## src/usb_dev_event_pkg.sv

```systemverilog
// Shared register map, field layout and reset values for the device event block
package usb_dev_event_pkg;

  localparam int unsigned NUM_ENGINES = 2;
  localparam int unsigned NUM_EPS     = 8;
  localparam int unsigned ADDR_W      = 7;
  localparam int unsigned DATA_W      = 16;

  // Register offsets, engine one first
  localparam logic [15:0] ENABLES_OFS [NUM_ENGINES] = '{16'hC08C, 16'hC0AC};
  localparam logic [15:0] ADDR_OFS    [NUM_ENGINES] = '{16'hC08E, 16'hC0AE};
  localparam logic [15:0] FLAGS_OFS   [NUM_ENGINES] = '{16'hC090, 16'hC0B0};

  // Field positions shared by the enable and flag registers
  localparam int unsigned VBUS_BIT   = 15;
  localparam int unsigned ID_BIT     = 14;
  localparam int unsigned SOF_BIT    = 9;
  localparam int unsigned BUSRST_BIT = 8;
  localparam int unsigned EP_LSB     = 0;

  // Implemented bits; engine two has no VBUS or ID event
  localparam logic [15:0] BIT_MASK [NUM_ENGINES] = '{16'hC3FF, 16'h03FF};

  // Reset values
  localparam logic [15:0]       ENABLES_RST = 16'h0000;
  localparam logic [15:0]       FLAGS_RST   = 16'h0000;
  localparam logic [ADDR_W-1:0] DEV_ADDR_RST = 7'h00;
  localparam logic [15:0]       RDATA_RST   = 16'h0000;

  // Depth of the pin edge arming chain
  localparam int unsigned ARM_DEPTH = 3;

endpackage

```

## src/usb_pin_edge_sync.sv

```systemverilog
// Two-flop pin synchroniser with a both-edge event pulse
module usb_pin_edge_sync
  import usb_dev_event_pkg::*;
(
  input  wire logic i_mclk,
  input  wire logic i_arst_n,
  input  wire logic i_pin,
  output logic      o_level,
  output logic      o_edge
);

  logic                 meta_q, meta_d;
  logic                 sync_q, sync_d;
  logic                 prev_q, prev_d;
  logic [ARM_DEPTH-1:0] arm_q, arm_d;

  // The first flop feeds only the second; the edge compares the second and third
  always_comb begin
    meta_d = i_pin;
    sync_d = meta_q;
    prev_d = sync_q;
    arm_d  = {arm_q[ARM_DEPTH-2:0], 1'b1};
  end

  always_ff @(posedge i_mclk or negedge i_arst_n) begin
    if (!i_arst_n) begin
      meta_q <= 1'b0;
      sync_q <= 1'b0;
      prev_q <= 1'b0;
      arm_q  <= '0;
    end else begin
      meta_q <= meta_d;
      sync_q <= sync_d;
      prev_q <= prev_d;
      arm_q  <= arm_d;
    end
  end

  // Edges are held off until the chain has filled, else a pin high at reset looks like a rise
  assign o_level = sync_q;
  assign o_edge  = arm_q[ARM_DEPTH-1] & (sync_q ^ prev_q);

endmodule

```

## src/usb_device_event_and_address.sv

```systemverilog
// Device event enables, event flags and address match for two USB engines
//
// Behaviour
// - Eight endpoint enables gate transaction-done events
// - ACK, STALL, timeout, IN/OUT error fire event
// - NAK fires event when endpoint NAK enabled
// - Write-only seven-bit address at fixed offsets
// - Address resets to zero default
// - Respond only to packets matching stored address
// - Writing one clears flag, zero leaves it
// - Flags reachable from processor and host port
// - Engine one bit 15: VBUS crossing event
// - Engine one bit 14: ID pin edge
// - Bit 9 set on SOF/EOP received
// - Bit 8 set on USB bus reset
// - Enables at bits 15,14,9,8; reset zero
// - Enable register at fixed offsets per engine
//
// Limitations: the SOF timeout enable at bit 11 is not kept and reads 0,
// and when both ports write one control register in a cycle the processor wins
module usb_device_event_and_address
  import usb_dev_event_pkg::*;
(
  // Clock and asynchronous reset
  input  wire logic                            i_mclk,
  input  wire logic                            i_arst_n,
  // On-chip processor register port
  input  wire logic [15:0]                     i_cpu_addr,
  input  wire logic                            i_cpu_wr,
  input  wire logic                            i_cpu_rd,
  input  wire logic [DATA_W-1:0]               i_cpu_wdata,
  output logic      [DATA_W-1:0]               o_cpu_rdata,
  // Parallel host port register access
  input  wire logic [15:0]                     i_parallel_host_port_addr,
  input  wire logic                            i_parallel_host_port_wr,
  input  wire logic                            i_parallel_host_port_rd,
  input  wire logic [DATA_W-1:0]               i_parallel_host_port_wdata,
  output logic      [DATA_W-1:0]               o_parallel_host_port_rdata,
  // Per-engine endpoint results, one bit per endpoint, engine one in the low byte
  input  wire logic [NUM_ENGINES*NUM_EPS-1:0]  i_endpoint_n_ack,
  input  wire logic [NUM_ENGINES*NUM_EPS-1:0]  i_endpoint_n_stall,
  input  wire logic [NUM_ENGINES*NUM_EPS-1:0]  i_endpoint_n_timeout,
  input  wire logic [NUM_ENGINES*NUM_EPS-1:0]  i_endpoint_n_in_err,
  input  wire logic [NUM_ENGINES*NUM_EPS-1:0]  i_endpoint_n_out_err,
  input  wire logic [NUM_ENGINES*NUM_EPS-1:0]  i_endpoint_n_nak,
  input  wire logic [NUM_ENGINES*NUM_EPS-1:0]  i_endpoint_n_nak_en,
  // Per-engine frame and bus reset events
  input  wire logic [NUM_ENGINES-1:0]          i_sof_rx,
  input  wire logic [NUM_ENGINES-1:0]          i_bus_reset,
  // Per-engine token address check
  input  wire logic [NUM_ENGINES-1:0]          i_tok_valid,
  input  wire logic [NUM_ENGINES*ADDR_W-1:0]   i_tok_addr,
  output logic      [NUM_ENGINES-1:0]          o_tok_accept,
  // First port OTG pins, asynchronous
  input  wire logic                            i_first_port_a_vbus_ok,
  input  wire logic                            i_first_port_a_id,
  output logic                                 o_first_port_a_id_level,
  // Current device addresses and interrupt requests
  output logic      [NUM_ENGINES*ADDR_W-1:0]   o_dev_addr,
  output logic      [NUM_ENGINES-1:0]          o_irq
);

  // Pin events and per-engine register views for the read mux
  logic                            vbus_edge;
  logic                            id_edge;
  logic [NUM_ENGINES-1:0][15:0]    en_all;
  logic [NUM_ENGINES-1:0][15:0]    flags_all;
  logic [DATA_W-1:0]               cpu_rdata_q, cpu_rdata_d;
  logic [DATA_W-1:0]               php_rdata_q, php_rdata_d;

  // OTG pins cross into the clock domain before any event logic sees them
  usb_pin_edge_sync u_vbus_sync (
    .i_mclk   (i_mclk),
    .i_arst_n (i_arst_n),
    .i_pin    (i_first_port_a_vbus_ok),
    .o_level  (),
    .o_edge   (vbus_edge)
  );

  // The ID level is also brought out so firmware can see the current role
  usb_pin_edge_sync u_id_sync (
    .i_mclk   (i_mclk),
    .i_arst_n (i_arst_n),
    .i_pin    (i_first_port_a_id),
    .o_level  (o_first_port_a_id_level),
    .o_edge   (id_edge)
  );

  // One copy per engine; engine two has the pin events masked off,
  // so its bits 15 and 14 always read 0
  for (genvar e = 0; e < NUM_ENGINES; e++) begin : g_eng
    logic [15:0]       en_q, en_d;
    logic [15:0]       flags_q, flags_d;
    logic [ADDR_W-1:0] addr_q, addr_d;
    logic              irq_q, irq_d;
    logic [15:0]       events;
    logic [15:0]       clr;
    logic [NUM_EPS-1:0] ep_evt;
    // Write strobes decoded per register and per port
    logic              cpu_en_wr, php_en_wr;
    logic              cpu_addr_wr, php_addr_wr;
    logic              cpu_flag_wr, php_flag_wr;

    // Register decode for both access ports
    assign cpu_en_wr   = i_cpu_wr && (i_cpu_addr == ENABLES_OFS[e]);
    assign php_en_wr   = i_parallel_host_port_wr
                         && (i_parallel_host_port_addr == ENABLES_OFS[e]);
    assign cpu_addr_wr = i_cpu_wr && (i_cpu_addr == ADDR_OFS[e]);
    assign php_addr_wr = i_parallel_host_port_wr
                         && (i_parallel_host_port_addr == ADDR_OFS[e]);
    assign cpu_flag_wr = i_cpu_wr && (i_cpu_addr == FLAGS_OFS[e]);
    assign php_flag_wr = i_parallel_host_port_wr
                         && (i_parallel_host_port_addr == FLAGS_OFS[e]);

    // Transaction done per endpoint; NAK only counts when its endpoint asks for it
    assign ep_evt = i_endpoint_n_ack[e*NUM_EPS +: NUM_EPS]
                  | i_endpoint_n_stall[e*NUM_EPS +: NUM_EPS]
                  | i_endpoint_n_timeout[e*NUM_EPS +: NUM_EPS]
                  | i_endpoint_n_in_err[e*NUM_EPS +: NUM_EPS]
                  | i_endpoint_n_out_err[e*NUM_EPS +: NUM_EPS]
                  | (i_endpoint_n_nak[e*NUM_EPS +: NUM_EPS]
                     & i_endpoint_n_nak_en[e*NUM_EPS +: NUM_EPS]);

    // Raw events in flag layout; OTG pins exist on engine one only
    always_comb begin
      events                         = 16'h0000;
      events[EP_LSB +: NUM_EPS]      = ep_evt;
      events[SOF_BIT]                = i_sof_rx[e];
      events[BUSRST_BIT]             = i_bus_reset[e];
      if (e == 0) begin
        events[VBUS_BIT]             = vbus_edge;
        events[ID_BIT]               = id_edge;
      end
    end

    // Clear mask is the OR of both ports so neither port's clear is lost
    assign clr = (cpu_flag_wr ? i_cpu_wdata : 16'h0000)
               | (php_flag_wr ? i_parallel_host_port_wdata : 16'h0000);

    // Next state; processor wins if both ports write a control register together
    always_comb begin
      en_d = en_q;
      if (cpu_en_wr) begin
        en_d = i_cpu_wdata & BIT_MASK[e];
      end else if (php_en_wr) begin
        en_d = i_parallel_host_port_wdata & BIT_MASK[e];
      end
      addr_d = addr_q;
      if (cpu_addr_wr) begin
        addr_d = i_cpu_wdata[ADDR_W-1:0];
      end else if (php_addr_wr) begin
        addr_d = i_parallel_host_port_wdata[ADDR_W-1:0];
      end
      // A set arriving with its own clear wins, so no event is dropped
      flags_d = ((flags_q & ~clr) | (events & en_q)) & BIT_MASK[e];
      irq_d   = |(flags_q & en_q);
    end

    // Registers only; all next values come from the block above
    always_ff @(posedge i_mclk or negedge i_arst_n) begin
      if (!i_arst_n) begin
        en_q    <= ENABLES_RST;
        addr_q  <= DEV_ADDR_RST;
        flags_q <= FLAGS_RST;
        irq_q   <= 1'b0;
      end else begin
        en_q    <= en_d;
        addr_q  <= addr_d;
        flags_q <= flags_d;
        irq_q   <= irq_d;
      end
    end

    // Packets for any other address are dropped without a reply
    assign o_tok_accept[e] = i_tok_valid[e]
                             && (i_tok_addr[e*ADDR_W +: ADDR_W] == addr_q);
    assign o_dev_addr[e*ADDR_W +: ADDR_W] = addr_q;
    assign o_irq[e]     = irq_q;
    assign en_all[e]    = en_q;
    assign flags_all[e] = flags_q;
  end

  // Read mux; the address register is write-only and reads as zero like any hole
  always_comb begin
    cpu_rdata_d = cpu_rdata_q;
    php_rdata_d = php_rdata_q;
    if (i_cpu_rd) begin
      cpu_rdata_d = RDATA_RST;
      for (int k = 0; k < NUM_ENGINES; k++) begin
        if (i_cpu_addr == ENABLES_OFS[k]) begin
          cpu_rdata_d = en_all[k];
        end
        if (i_cpu_addr == FLAGS_OFS[k]) begin
          cpu_rdata_d = flags_all[k];
        end
      end
    end
    if (i_parallel_host_port_rd) begin
      php_rdata_d = RDATA_RST;
      for (int k = 0; k < NUM_ENGINES; k++) begin
        if (i_parallel_host_port_addr == ENABLES_OFS[k]) begin
          php_rdata_d = en_all[k];
        end
        if (i_parallel_host_port_addr == FLAGS_OFS[k]) begin
          php_rdata_d = flags_all[k];
        end
      end
    end
  end

  // Read data held until the next read on the same port
  always_ff @(posedge i_mclk or negedge i_arst_n) begin
    if (!i_arst_n) begin
      cpu_rdata_q <= RDATA_RST;
      php_rdata_q <= RDATA_RST;
    end else begin
      cpu_rdata_q <= cpu_rdata_d;
      php_rdata_q <= php_rdata_d;
    end
  end

  // Read data leave straight from flops, so no decode glitch reaches the pins
  assign o_cpu_rdata                = cpu_rdata_q;
  assign o_parallel_host_port_rdata = php_rdata_q;

endmodule

```

## config.mk

```make
export PLATFORM = sky130hd
export DESIGN_NAME = usb_device_event_and_address
export DESIGN_NICKNAME = d
export VERILOG_FILES = /design/src/usb_dev_event_pkg.sv /design/src/usb_pin_edge_sync.sv /design/src/usb_device_event_and_address.sv
export SDC_FILE = /design/constraint.sdc
export NUM_CORES = 1
export LEC_CHECK = 0
export BUFFER_PORTS_ARGS = -buffer_cell sky130_fd_sc_hd__buf_2
export CAP_MARGIN = 5
export CORE_MARGIN = 10
export CORE_UTILIZATION = 47
export CTS_BUF_LIST = sky130_fd_sc_hd__clkbuf_16
export DETAILED_ROUTE_END_ITERATION = 10
export PLACE_DENSITY = 0.81
export SLEW_MARGIN = 20
export SYNTH_ARGS = -nofsm -noshare
export SYNTH_HDL_FRONTEND = slang
export SYNTH_SLANG_ARGS = --single-unit
export TNS_END_PERCENT = 100
```

## constraint.sdc

```tcl
create_clock -name i_mclk -period 1.73 [get_ports i_mclk]
set_clock_uncertainty 0.2 [all_clocks]
set_input_delay 0.0865 -clock i_mclk [delete_from_list [all_inputs] [get_ports i_mclk]]
set_output_delay 0.0865 -clock i_mclk [all_outputs]
set_load 0.02 [all_outputs]
```

==> flow_metrics.tcl <==
set metrics [dict create \
    combPwrFrac_pct 19.3 \
    path_cells "buf_6 -> or3_4 -> or3_4 -> buf_6 -> nor4_4 -> buf_6 -> mux2i_1 -> a21oi_1" \
    crit_path_start_kind "primary input" \
    period_needed_ns 1.89 \
    antenna_found_initial 4 \
    fillers 708 \
    hpwl_um 16300 \
    viasPerCell 6.01 \
    area_delta_synth_final_pct 66.4 \
    grt_overflow 0 \
    cp_num_cells 8 \
    cp_max_fo 13 \
    pwr-share-seq_pct 43.8 \
    finalPower_mw 5.19 \
    cp.arrival_ns 1.91 \
    numCtsBuffers 9 \
    cts_tree "done" \
    setup_viol 29 \
    cp.required_ns 1.75 \
    hold_path_end "g_eng[1].flags_q[0]" \
    post-place-ws_ns -0.627 \
    regToRegEndpoint "g_eng[0].irq_q" \
    synthMostInstantiatedCell "dfrtp_1" \
    ant_nets 0 \
    rsz0062_at_grt "true" \
    die-area_um2 16300 \
    drc_errors 0 \
    syn_avg_cell_area_um2 10.0 \
    drt_iter0_markers 747 \
    slowest_stage "or3_4" \
    synth_cell_type_count 54 \
    hp-class "in2reg" \
    crit_family "simple AND/OR/NAND/NOR gates" \
    io-pin-count 255 \
    final_max_slew_viol_count 0 \
    drive_gt1_share_pct 40.7 \
    worst-setup-path-type "in2reg" \
    grt.total_usage_pct 28.3 \
    end_kind "flip-flop" \
    worst_pin_slew_ns 0.537 \
    grt_pass1_vias 6887 \
    ctsHtreeMaxLevel 3 \
    num_rows 39 \
    place.gp.congestion 0.930 \
    initial_core_util_pct 47.8 \
    hold_viol_final 1 \
    synth_area_um2 5460 \
    synthTopCellsByArea "dfrtp_1, mux2_1, mux2i_1" \
    cts.clk_slew.worst_paths_ns 0.06 \
    drt_first_pass_iters 5 \
    ys_ff_latch 93 \
    path_common_cell "buf_6" \
    wl_per_cell_um 22.7 \
    stdcell_area_um2 9090 \
    nets 1150 \
    fmax_ghz 0.530 \
    clock-sinks 93 \
    status "complete, but fails checks" \
    hp-start "i_endpoint_n_nak[8]" \
    crit_path_max_incr_delay_ns 0.42 \
    relSlewSlack_pct 64.2 \
    synth_top_area_cell "dfrtp_1" \
    ys_warn_count 0 \
    pwr_density_cell_nw_per_um2 571 \
    synth.top_cell.area_share_pct 42.6 \
    wirelength_um 24900 \
    cap_viol_max_count 0 \
    async_flop_share_pct 100 \
    portBuffers 238 \
    crit_start "i_parallel_host_port_addr[0]" \
    final.setup.worst_slack_ns -0.157 \
    clk_latency_ns 0.35 \
    violations "negative hold slack, negative setup slack" \
    coreArea_um2 11400 \
    cts_buffer_depth 2 \
    leakage_nw 4.24 \
    synth_seq_area_share_pct 42.6 \
    placed_area_um2 7250 \
    vias 6596 \
    cts-root-buf "clkbuf_16" \
    holdWs_ns -0.0174 \
    p_sw_share_pct 25.7 \
    crit_buf_inv 3 \
    reg2reg_from "g_eng[0].en_q[9]" \
    ys.flop_type "dfrtp_1" \
    grt_pass1_wl_um 37100 \
    min_period_over_period_pct 109 \
    netlist_instances 545 \
    p_sw_mw 1.33 \
    grt_max_degree 94 \
    synth_common_cells "dfrtp_1, nand2_1, nand3_1, mux2i_1, nor2_1" \
    reg2reg_depth 3 \
    fp.dieW_um 128 \
    fp.dieH_um 128 \
    clkPwrFrac_pct 36.8 \
    ir_drop_uv 435 \
    hold_depth 4 \
    rrSetupSlack_ns 0.17 \
    synth_edf_count 0 \
    intPower_mw 3.85 \
]
## cells by family after synthesis
logic type / share of synthesized area, %
DFF: 42.6
buffers and inverters: 4.33
xor gates and xnor gates: 2.57
other: 0.137
muxes: 11.3
and+or+nand+nor: 18.1
AOI/OAI and AO/OA: 21.0
## flip-flops by register name (all words and copies together) (netlist names)
signal / count
g_eng.addr_q: 14
g_eng.en_q: 22
g_eng.flags_q: 22
g_eng.irq_q: 2
o_cpu_rdata: 12
o_parallel_host_port_rdata: 12
u_id_sync.arm_q: 3
u_id_sync.meta_q: 1
u_id_sync.o_level: 1
u_id_sync.prev_q: 1
u_vbus_sync.meta_q: 1
u_vbus_sync.o_level: 1
u_vbus_sync.prev_q: 1
## tightest hold or removal path, stage by stage
cell and delay (ns):
buf_2 0.08, a21oi_1 0.09, nand2_1 0.09, a32o_1 0.14
## stage by stage
stage / hold slack [ns] / instances / utilization (%) / TNS (ns)
3_5_place_dp: -0.0232 / 945 / 63.5 / -31.23
5_1_grt: 0.0283 / 1096 / 79.6 / -4.80
3_3_place_gp: -0.0397 / 945 / 63.5 / -27.85
2_1_floorplan: -0.409 / 552 / - / -14.95
6_report: -0.0174 / 1097 / 79.6 / -2.92
4_1_cts: 0.0111 / 1081 / 77.3 / -3.07
## power by group through the flow
stage	registers [mW]	clock network (mW)	logic, mW
CTS	2.27	1.90	0.931
floorplan	2.34	0	0.249
finish	2.27	1.91	1.00
global placement	2.31	0	0.685
global route	2.28	1.99	1.06
detailed placement	2.31	0	0.708
## repair_timing
item                                    4_1_cts  5_1_grt
gates cloned                                  2        1
endpoints found under the setup margin       42       68
resized for setup                            22       38
hold buffers                                120       12
endpoints found under the hold margin       153        5
setup buffers                                 0        4
pin swaps                                     1       12
## how the worst max path moves through the flow
| stage | endpoint | slack (ns) |
|---|---|---|
| 2_1_floorplan | g_eng[1].addr_q[0] | -0.50 |
| 6_report | g_eng[1].en_q[2] | -0.16 |
| 3_5_place_dp | g_eng[0].addr_q[3] | -0.63 |
| 4_1_cts | g_eng[1].addr_q[6] | -0.16 |
| 5_1_grt | g_eng[0].addr_q[4] | -0.20 |
| 3_3_place_gp | g_eng[1].addr_q[6] | -0.58 |
## area by class of cell
| type | instances | area [um^2] | area share (%) |
|---|---|---|---|
| multi-input combinational | 416 | 3280 | 36.1 |
| tap | 143 | 179 | 1.97 |
| sequential | 93 | 2330 | 25.6 |
| timing repair buffer | 419 | 2990 | 32.9 |
| antenna | 5 | 12.5 | 0.138 |
| clock inverter | 5 | 46.3 | 0.509 |
| clock buffer | 9 | 225 | 2.48 |
| inverter | 7 | 26.3 | 0.289 |
## placed cells by master, fill, tap and decap left out, types with 4 or more instances in the layout
master | Yosys | layout
o221a_4 | 0 | 10
xnor2_1 | 14 | 13
nand2_1 | 65 | 60
nand3_1 | 32 | 30
buf_2 | 2 | 233
nor4_4 | 2 | 4
a32o_1 | 22 | 22
buf_4 | 10 | 42
nand4_1 | 8 | 8
nand2_2 | 1 | 6
a22o_1 | 4 | 4
a221oi_1 | 4 | 4
conb_1 | 2 | 9
a22oi_1 | 7 | 7
o21a_1 | 12 | 12
buf_6 | 1 | 12
buf_12 | 0 | 5
o21ai_0 | 20 | 12
o21bai_1 | 7 | 7
dfrtp_1 | 93 | 93
o31a_1 | 8 | 8
inv_1 | 7 | 9
o221a_2 | 20 | 10
mux2_4 | 0 | 22
o21ai_2 | 0 | 4
nor2_1 | 29 | 27
dlygate4sd3_1 | 0 | 126
diode_2 | 0 | 5
o22ai_1 | 4 | 4
o21ai_1 | 0 | 4
mux2_1 | 28 | 6
mux2i_1 | 30 | 30
o211ai_1 | 7 | 7
nor4_1 | 18 | 16
clkbuf_16 | 0 | 9
a21oi_1 | 26 | 25
## metal layers
metal / vias up / GRT usage (%) / wire length (um)
met5: - / 0 / 0
met4: 0 / 12.5 / 1080
met3: 103 / 6.82 / 2430
met2: 485 / 47.8 / 12400
met1: 3135 / 33.5 / 9060
li1: 2873 / - / -
Note: power is estimated with default switching activity, not from simulation.
